<file path="src/shared/disk_ports_pkg.sv">
// Package for the disk control and status port bank.
// Assumes an 8-bit ISA-style I/O bus with separate read and write strobes.
package disk_ports_pkg;

    // Port addresses, primary and secondary set
    localparam logic [9:0] ADDR_DOR_PRI  = 10'h3f2;
    localparam logic [9:0] ADDR_MSR_PRI  = 10'h3f4;
    localparam logic [9:0] ADDR_CTL_PRI  = 10'h3f6;
    localparam logic [9:0] ADDR_DIR_PRI  = 10'h3f7;
    localparam logic [9:0] ADDR_DOR_SEC  = 10'h372;
    localparam logic [9:0] ADDR_MSR_SEC  = 10'h374;
    localparam logic [9:0] ADDR_CTL_SEC  = 10'h376;
    localparam logic [9:0] ADDR_DIR_SEC  = 10'h377;

    // Digital output register fields
    localparam int DOR_UNIT    = 0;
    localparam int DOR_RESET_N = 2;
    localparam int DOR_GATE    = 3;
    localparam int DOR_MOTOR_A = 4;
    localparam int DOR_MOTOR_B = 5;

    // Fixed disk control fields
    localparam int CTL_MASK    = 1;
    localparam int CTL_RESET   = 2;
    localparam int CTL_TOP_HEAD_SELECT_ENABLE   = 3;

    // Reset values
    localparam logic [7:0] DOR_RESET_VAL  = 8'h00;
    localparam logic       MASK_RESET_VAL = 1'b1;

    // Floppy rate codes
    typedef enum logic [1:0] {
        RATE_500_MFM = 2'b00,
        RATE_300_MFM = 2'b01,
        RATE_250_MFM = 2'b10,
        RATE_125_FM  = 2'b11
    } rate_code_t;

    // Clock and floppy reset pulse timing
    localparam int CLK_HZ          = 20_000_000;
    localparam int FLOPPY_CTRL_RESET_N_TIME_NS    = 3500;
    localparam int FLOPPY_CTRL_RESET_N_CYCLES     = (FLOPPY_CTRL_RESET_N_TIME_NS * (CLK_HZ / 1_000_000) + 999) / 1000;
    localparam int FLOPPY_CTRL_RESET_N_CNT_W      = 8;

    // Floppy controller core status
    typedef struct packed {
        logic port_ready;
        logic transfer_direction;
        logic exec_phase;
        logic cmd_active;
        logic unit_b_seeking;
        logic unit_a_seeking;
    } floppy_status_t;

    // Fixed disk status from formatter and selected drive
    typedef struct packed {
        logic busy;
        logic ready;
        logic write_fault;
        logic seek_complete;
        logic data_request;
        logic corrected_data;
        logic index_pulse;
        logic error;
    } disk_status_t;

    // Drive control lines driven by the formatter
    typedef struct packed {
        logic       write_gate;
        logic [3:0] head_select;
        logic [1:0] drive_select;
    } drive_lines_t;

endpackage : disk_ports_pkg

</file>
<file path="src/hw/disk_ctrl_status_ports.sv">
// Control and status port bank of a combined hard disk and floppy board.
// Assumes the host I/O bus strobes are already synchronous to clk.
//
// Notes on behaviour
// - Motor bit zero stops drive, blocks selection
// - Request gate passes floppy DMA, interrupt
// - Reset bit zero holds floppy controller reset
// - Unit bit picks A or B, needs motor
// - Port ready bit shows data register ready
// - Direction bit zero host-to-floppy, one reverse
// - Execution bit only in non-DMA execution
// - Command active during read or write
// - Seek bits per drive B and A
// - Alternate status mirrors formatter status, not drive lines
// - Corrected data bit from microcontroller
// - Error bit from microcontroller, cause elsewhere
// - Enable bit allows fourth head select line
// - Reset bit resets formatter, drives board reset
// - Firmware disable keeps reset to formatter only
// - Mask bit one blocks IRQ14, zero passes
// - Masking keeps pending interrupt, shows when unmasked
// - Master reset clears pending, leaves masked
// - Media change bit comes from floppy section
// - Low seven input bits mirror live drive control lines
// - Rate code picks transfer rate and encoding
// - Rate defaults to 500 kbps MFM
// - Shared addresses split reads and writes
// - Jumper picks primary or secondary addresses
// - Single byte accesses on low lanes
`timescale 1ns/1ps

module disk_ctrl_status_ports
    import disk_ports_pkg::*;
(
    input  wire logic           clk,               // 20 MHz board clock
    input  wire logic           rst_n,             // System master reset
    input  wire logic [9:0]     io_addr,           // Host I/O address
    input  wire logic           io_rd,             // Host read strobe, one cycle
    input  wire logic           io_wr,             // Host write strobe, one cycle
    input  wire logic [7:0]     io_wdata,          // Host write data, low lane
    output logic      [7:0]     io_rdata,          // Host read data, low lane
    output logic                io_rdata_en,       // Read data driven this cycle
    input  wire logic           addr_secondary,    // Jumper: secondary set
    input  wire floppy_status_t floppy_status,     // Floppy core status
    input  wire logic           floppy_irq_req,    // Floppy interrupt request
    input  wire logic           floppy_dma_req,    // Floppy DMA request
    input  wire logic           media_change_raw,  // Media change, from floppy
    input  wire disk_status_t   disk_status,       // Formatter status
    input  wire drive_lines_t   drive_lines,       // Formatter drive outputs
    input  wire logic           disk_irq_event,    // Formatter interrupt pulse
    input  wire logic           disk_irq_clear,    // Host read of status, pulse
    input  wire logic           reset_out_disable, // Firmware disabled reset out
    output logic                floppy_irq_out,    // Floppy interrupt to host
    output logic                floppy_dma_out,    // Floppy DMA request to host
    output logic                floppy_irq_oe_n,   // Low while driving irq
    output logic                floppy_dma_oe_n,   // Low while driving DMA
    output logic                floppy_ctrl_reset_n, // Floppy core reset
    output logic                floppy_motor_a_on, // Drive A motor
    output logic                floppy_motor_b_on, // Drive B motor
    output logic                floppy_sel_a,      // Drive A selected
    output logic                floppy_sel_b,      // Drive B selected
    output rate_code_t          floppy_rate,       // Rate and encoding
    output logic                formatter_reset,   // Formatter reset
    output logic                board_reset_out,   // Board reset output
    output logic                top_head_select_enable, // Fourth head line on
    output logic                host_irq14         // Hard disk interrupt
);

    ////////////////////////////////////////////////////////////////////////////
    // Address decode
    ////////////////////////////////////////////////////////////////////////////

    // Jumper picks which address set answers
    wire [9:0] a_dor = addr_secondary ? ADDR_DOR_SEC : ADDR_DOR_PRI;
    wire [9:0] a_msr = addr_secondary ? ADDR_MSR_SEC : ADDR_MSR_PRI;
    wire [9:0] a_ctl = addr_secondary ? ADDR_CTL_SEC : ADDR_CTL_PRI;
    wire [9:0] a_dir = addr_secondary ? ADDR_DIR_SEC : ADDR_DIR_PRI;

    // Writes and reads to one address hit different registers
    wire wr_dor  = io_wr && (io_addr == a_dor);
    wire wr_ctl  = io_wr && (io_addr == a_ctl);
    wire wr_rate = io_wr && (io_addr == a_dir);
    wire rd_msr  = io_rd && (io_addr == a_msr);
    wire rd_alt  = io_rd && (io_addr == a_ctl);
    wire rd_dir  = io_rd && (io_addr == a_dir);

    ////////////////////////////////////////////////////////////////////////////
    // Registers
    ////////////////////////////////////////////////////////////////////////////

    logic [7:0]    dor_reg;        // Digital output, reserved bits kept zero
    logic          top_head_select_enable_reg;      // Fourth head select enable
    logic          disk_rst_reg;   // Fixed disk reset bit
    logic          mask_reg;       // IRQ14 mask
    logic          pending_reg;    // Pending hard disk interrupt
    rate_code_t    rate_reg;       // Floppy rate code
    logic [FLOPPY_CTRL_RESET_N_CNT_W-1:0] floppy_ctrl_reset_n_cnt_reg; // Floppy reset stretch counter

    // Only documented bits are stored; reserved bits never reach logic
    wire [7:0] dor_mask = (8'h01 << DOR_UNIT) | (8'h01 << DOR_RESET_N)
                        | (8'h01 << DOR_GATE) | (8'h01 << DOR_MOTOR_A)
                        | (8'h01 << DOR_MOTOR_B);

    // Digital output register
    always_ff @(posedge clk or negedge rst_n)
    begin
        if (!rst_n)
            dor_reg <= DOR_RESET_VAL;
        else if (wr_dor)
            dor_reg <= io_wdata & dor_mask;
    end

    // Fixed disk control; mask set by master reset
    always_ff @(posedge clk or negedge rst_n)
    begin
        if (!rst_n)
        begin
            top_head_select_enable_reg    <= 1'b0;
            disk_rst_reg <= 1'b0;
            mask_reg     <= MASK_RESET_VAL;
        end
        else if (wr_ctl)
        begin
            top_head_select_enable_reg    <= io_wdata[CTL_TOP_HEAD_SELECT_ENABLE];
            disk_rst_reg <= io_wdata[CTL_RESET];
            mask_reg     <= io_wdata[CTL_MASK];
        end
    end

    // Rate register, defaults to fastest MFM
    always_ff @(posedge clk or negedge rst_n)
    begin
        if (!rst_n)
            rate_reg <= RATE_500_MFM;
        else if (wr_rate)
            rate_reg <= rate_code_t'(io_wdata[1:0]);
    end

    // Pending interrupt survives masking; event beats clear
    always_ff @(posedge clk or negedge rst_n)
    begin
        if (!rst_n)
            pending_reg <= 1'b0;
        else if (disk_irq_event)
            pending_reg <= 1'b1;
        else if (disk_irq_clear)
            pending_reg <= 1'b0;
    end

    // Floppy reset held at least the minimum time even after release write
    always_ff @(posedge clk or negedge rst_n)
    begin
        if (!rst_n)
            floppy_ctrl_reset_n_cnt_reg <= FLOPPY_CTRL_RESET_N_CNT_W'(FLOPPY_CTRL_RESET_N_CYCLES);
        else if (!dor_reg[DOR_RESET_N])
            floppy_ctrl_reset_n_cnt_reg <= FLOPPY_CTRL_RESET_N_CNT_W'(FLOPPY_CTRL_RESET_N_CYCLES);
        else if (floppy_ctrl_reset_n_cnt_reg != '0)
            floppy_ctrl_reset_n_cnt_reg <= floppy_ctrl_reset_n_cnt_reg - FLOPPY_CTRL_RESET_N_CNT_W'(1);
    end

    ////////////////////////////////////////////////////////////////////////////
    // Outputs
    ////////////////////////////////////////////////////////////////////////////

    // Floppy side
    assign floppy_ctrl_reset_n = dor_reg[DOR_RESET_N] && (floppy_ctrl_reset_n_cnt_reg == '0);
    assign floppy_motor_a_on   = dor_reg[DOR_MOTOR_A];
    assign floppy_motor_b_on   = dor_reg[DOR_MOTOR_B];
    assign floppy_sel_a = !dor_reg[DOR_UNIT] && dor_reg[DOR_MOTOR_A];
    assign floppy_sel_b =  dor_reg[DOR_UNIT] && dor_reg[DOR_MOTOR_B];
    assign floppy_rate  = rate_reg;

    // Request drivers enabled only when gate is set
    assign floppy_irq_out  = dor_reg[DOR_GATE] && floppy_irq_req;
    assign floppy_dma_out  = dor_reg[DOR_GATE] && floppy_dma_req;
    assign floppy_irq_oe_n = !dor_reg[DOR_GATE];
    assign floppy_dma_oe_n = !dor_reg[DOR_GATE];

    // Hard disk side; firmware may keep the board reset off
    assign formatter_reset        = disk_rst_reg;
    assign board_reset_out        = disk_rst_reg && !reset_out_disable;
    assign top_head_select_enable = top_head_select_enable_reg;
    assign host_irq14             = pending_reg && !mask_reg;

    ////////////////////////////////////////////////////////////////////////////
    // Read data
    ////////////////////////////////////////////////////////////////////////////

    // Main floppy status, bits 3 and 2 read zero
    wire [7:0] msr_val = {floppy_status.port_ready,
                          floppy_status.transfer_direction,
                          floppy_status.exec_phase,
                          floppy_status.cmd_active,
                          2'b00,
                          floppy_status.unit_b_seeking,
                          floppy_status.unit_a_seeking};

    // Alternate status straight from formatter
    wire [7:0] alt_val = disk_status;

    // Digital input mirrors live lines
    wire [7:0] dir_val = {media_change_raw, drive_lines};

    // Registered read data, zero for unmapped addresses
    always_ff @(posedge clk or negedge rst_n)
    begin
        if (!rst_n)
        begin
            io_rdata    <= 8'h00;
            io_rdata_en <= 1'b0;
        end
        else
        begin
            io_rdata    <= rd_msr ? msr_val : rd_alt ? alt_val : rd_dir ? dir_val : 8'h00;
            io_rdata_en <= rd_msr || rd_alt || rd_dir;
        end
    end

endmodule : disk_ctrl_status_ports

</file>
<file path="config.mk">
export PLATFORM = sky130hd
export DESIGN_NAME = disk_ctrl_status_ports
export DESIGN_NICKNAME = d
export VERILOG_FILES = /design/src/shared/disk_ports_pkg.sv /design/src/hw/disk_ctrl_status_ports.sv
export SDC_FILE = /design/constraint.sdc
export NUM_CORES = 1
export LEC_CHECK = 0
export ABC_AREA = 1
export CORE_MARGIN = 2
export CORE_UTILIZATION = 45
export CTS_BUF_LIST = sky130_fd_sc_hd__clkbuf_8
export DETAILED_ROUTE_END_ITERATION = 8
export DONT_BUFFER_PORTS = 1
export SLEW_MARGIN = 25
export SYNTH_ARGS = -nofsm -noshare
export SYNTH_HDL_FRONTEND = slang
export SYNTH_SLANG_ARGS = --single-unit
</file>
<file path="constraint.sdc">
create_clock -name clk -period 3.15 [get_ports clk]
set_clock_uncertainty 0.2 [all_clocks]
set_input_delay 0.315 -clock clk [delete_from_list [all_inputs] [get_ports clk]]
set_output_delay 0.315 -clock clk [all_outputs]
set_load 0.02 [all_outputs]
</file>
==> impl_metrics.yaml <==
outcome:
  status: "finished clean"
floorplanning:
  die-area_um2: 3990
  num_io_pins: 74
  die_h_um: 63.2
  die_w_um: 63.2
  rows: 21
  fp.coreArea_um2: 3340
  start_util_pct: 47.2
critical_path:
  crit_chain: "inv_1, ha_1, nand3_1, nor2_4, inv_2, nor2_4"
  startpoint_type: "register"
  cp.required_ns: 2.63
  crit_path_start: "floppy_ctrl_reset_n_cnt_reg[0]$_DFFE_PN0N_"
  r2r_start: "floppy_ctrl_reset_n_cnt_reg[0]$_DFFE_PN0N_"
  crit_top_cell: "nor2_4"
  end_kind: "output port"
  slowest_stage: "dfrtp_1"
  worst_ep_arrival_time_ns: 1.52
  critPathMaxFanout: 8
  r2r_setup_slack_ns: 1.46
  critical_path_class: "reg2out"
  max_stage_delay_ns: 0.37
synth:
  yosysWarnings: 0
  ys_seq_elements: 28
  synthCells: 192
  yosys.cell_types.count: 31
  synth.largest_area_cell: "dfrtp_1"
  synth-seq-area-share_pct: 44.8
  synthesis.area_um2: 1580
  netlist_top_cells_area: "dfrtp_1, nand2_1, dfstp_2"
  syn_nets: 244
  synth_area_per_cell_um2: 8.20
  synth_top_area_share_pct: 38.1
grt:
  met3_usage_pct: 3.04
  grt.total_usage_pct: 17.1
  antenna_found_initial: 0
  grt_use_met2_pct: 31.5
  grt_pass1_wl_mm: 5.47
  grt_overflow_total: 0
  grt_max_degree: 29
  top_usage_layer: "met2"
  grt_pass1_vias: 1303
  use_met1_pct: 19.8
sta:
  rsz0062_at_grt: "false"
  min_period_over_period_pct: 64.6
  finalSetupTns_ns: 0
  holdWs_ns: 0.00220
  timing_hold_violations_final: 0
  min_period_ns: 2.04
  max-slew-margin-rel_pct: 74.2
  max_freq_mhz: 491
  slew_violations: 0
  setup_ws_ns: 1.11
  tightest_slew_ns: 0.386
  setup_violations: 0
job:
  max_cap_violations: 0
min_path:
  worstHoldStart: "disk_status[1]"
  hp-class: "in2reg"
place:
  pre_cts_ws_ns: 1.41
  hpwl_mm: 2.58
  port_buffers: 0
  routabilityCongestion: 0.818
  place_area_um2: 1620
  dp_cells: 236
clock_tree:
  cts_resized: 0
  cts_inserted_buffers: 3
  clockBufferDepth: 2
  cts.sinks: 28
  htreeDepth: 1
  cts_tree: "built"
  clock_latency_ns: 0.27
  cts-root-buf: "clkbuf_8"
  cts.reportedPaths.clkPinSlew_ns: 0.10
  post_cts_buffers: 0
power:
  power_mw: 0.700
  peakVddDrop_uv: 248
  power.density_nw_per_um2: 376
  leakage_nw: 0.900
routing:
  drtIter0Drc: 42
  first_pass_iters: 4
  totalWireLength_mm: 3.32
  num_vias: 1291
  vias_per_cell: 5.04
  drc: 0
  wl_per_cell_um: 13.0
  ant_nets: 0
final_layout:
  drive_above_1_share_pct: 19.0
  layoutNonFillerInstCount: 256
  syn_to_final_growth_pct: 18.2
  stdcell_area_um2: 1860
  antennaDiodeCount: 0
  final_core_util_pct: 55.8
  nets: 263
==> area by class of cell <==
| class | count | area, um2 |
|---|---|---|
| Tap cell | 46 | 57.6 |
| Fill cell | 319 | 1480 |
| Sequential cell | 28 | 706 |
| Clock inverter | 1 | 30.0 |
| Timing Repair Buffer | 16 | 170 |
| Inverter | 27 | 101 |
| Multi-Input combinational cell | 135 | 756 |
| Clock buffer | 3 | 41.3 |
==> worst max-delay path, delay by kind of cell (launching register included) <==
kind | cells | cell delay (ns)
fa+ha+maj | 1 | 0.16
buf+inv | 2 | 0.20
flops | 1 | 0.37
simple gates | 3 | 0.50
==> layer usage <==
metal / vias up / wire [um]
met5: - / 0
met1: 593 / 1410
met3: 2 / 206
li1: 651 / -
met4: 0 / 27
met2: 45 / 1670
==> cell usage after synthesis, drive strengths merged <==
cell type   n
nor2       33
and3        1
xor2        2
ha          2
inv        27
o21ai      12
a21oi       4
o211ai      3
nand3      17
or2         1
nor3        5
nor4        1
dfrtp      24
nand4       4
o31ai       1
nand2      48
dfstp       4
o21bai      1
buf         2
==> final timing paths <==
check,endpoint,depth (start not counted)
worst max-delay path,floppy_ctrl_reset_n,6
worst min-delay path,io_rdata[1]$_DFF_PN0_,2
worst max register to register,floppy_ctrl_reset_n_cnt_reg[1]$_DFFE_PN1N_,8
worst min register to register,mask_reg$_DFFE_PN1P_,2
max in group asynchronous,mask_reg$_DFFE_PN1P_,2
min in group asynchronous,floppy_ctrl_reset_n_cnt_reg[4]$_DFFE_PN0N_,2
==> cell families after synthesis <==
logic type,after synthesis,synth area share [%]
AO/OA/AOI/OAI,21,7.47
buffers and inverters,29,7.23
AND/OR/NAND/NOR,110,37.8
flip-flops,28,44.8
XOR/XNOR,2,1.11
adder cells (fa/ha/maj),2,1.59
==> repair_timing <==
action,CTS,global route
endpoints found under the setup margin,0,0
hold buffers,16,0
hold endpoints to repair,40,0
==> report_power, final <==
part	internal [mW]	switching (mW)	leakage, nW	total, mW
clock	0.170	0.106	0.0357	0.276
sequential	0.363	0.00388	0.374	0.367
combinational	0.0242	0.0330	0.490	0.0572
total	0.557	0.143	0.900	0.700
==> cells in the final DEF, fill, tap and decap left out, types with 2 or more instances in the layout <==
| cell | netlist | final |
|---|---|---|
| dlygate4sd3_1 | 0 | 15 |
| o21ai_0 | 2 | 2 |
| nor3_2 | 2 | 2 |
| dfrtp_1 | 24 | 24 |
| dfstp_2 | 4 | 4 |
| nor2_2 | 5 | 5 |
| nand2_4 | 2 | 2 |
| nand2_2 | 7 | 7 |
| nor2_1 | 23 | 23 |
| inv_1 | 21 | 21 |
| clkbuf_8 | 0 | 3 |
| nand3_1 | 14 | 14 |
| o21ai_1 | 10 | 10 |
| nand2_1 | 39 | 39 |
| o211ai_1 | 3 | 3 |
| nand4_1 | 3 | 3 |
| nand3_4 | 2 | 2 |
| nor3_1 | 3 | 3 |
| a21oi_1 | 4 | 4 |
| xor2_1 | 2 | 2 |
| inv_2 | 6 | 6 |
| ha_1 | 2 | 2 |
| nor2_4 | 4 | 4 |
Note: power is estimated with default switching activity, not from simulation.
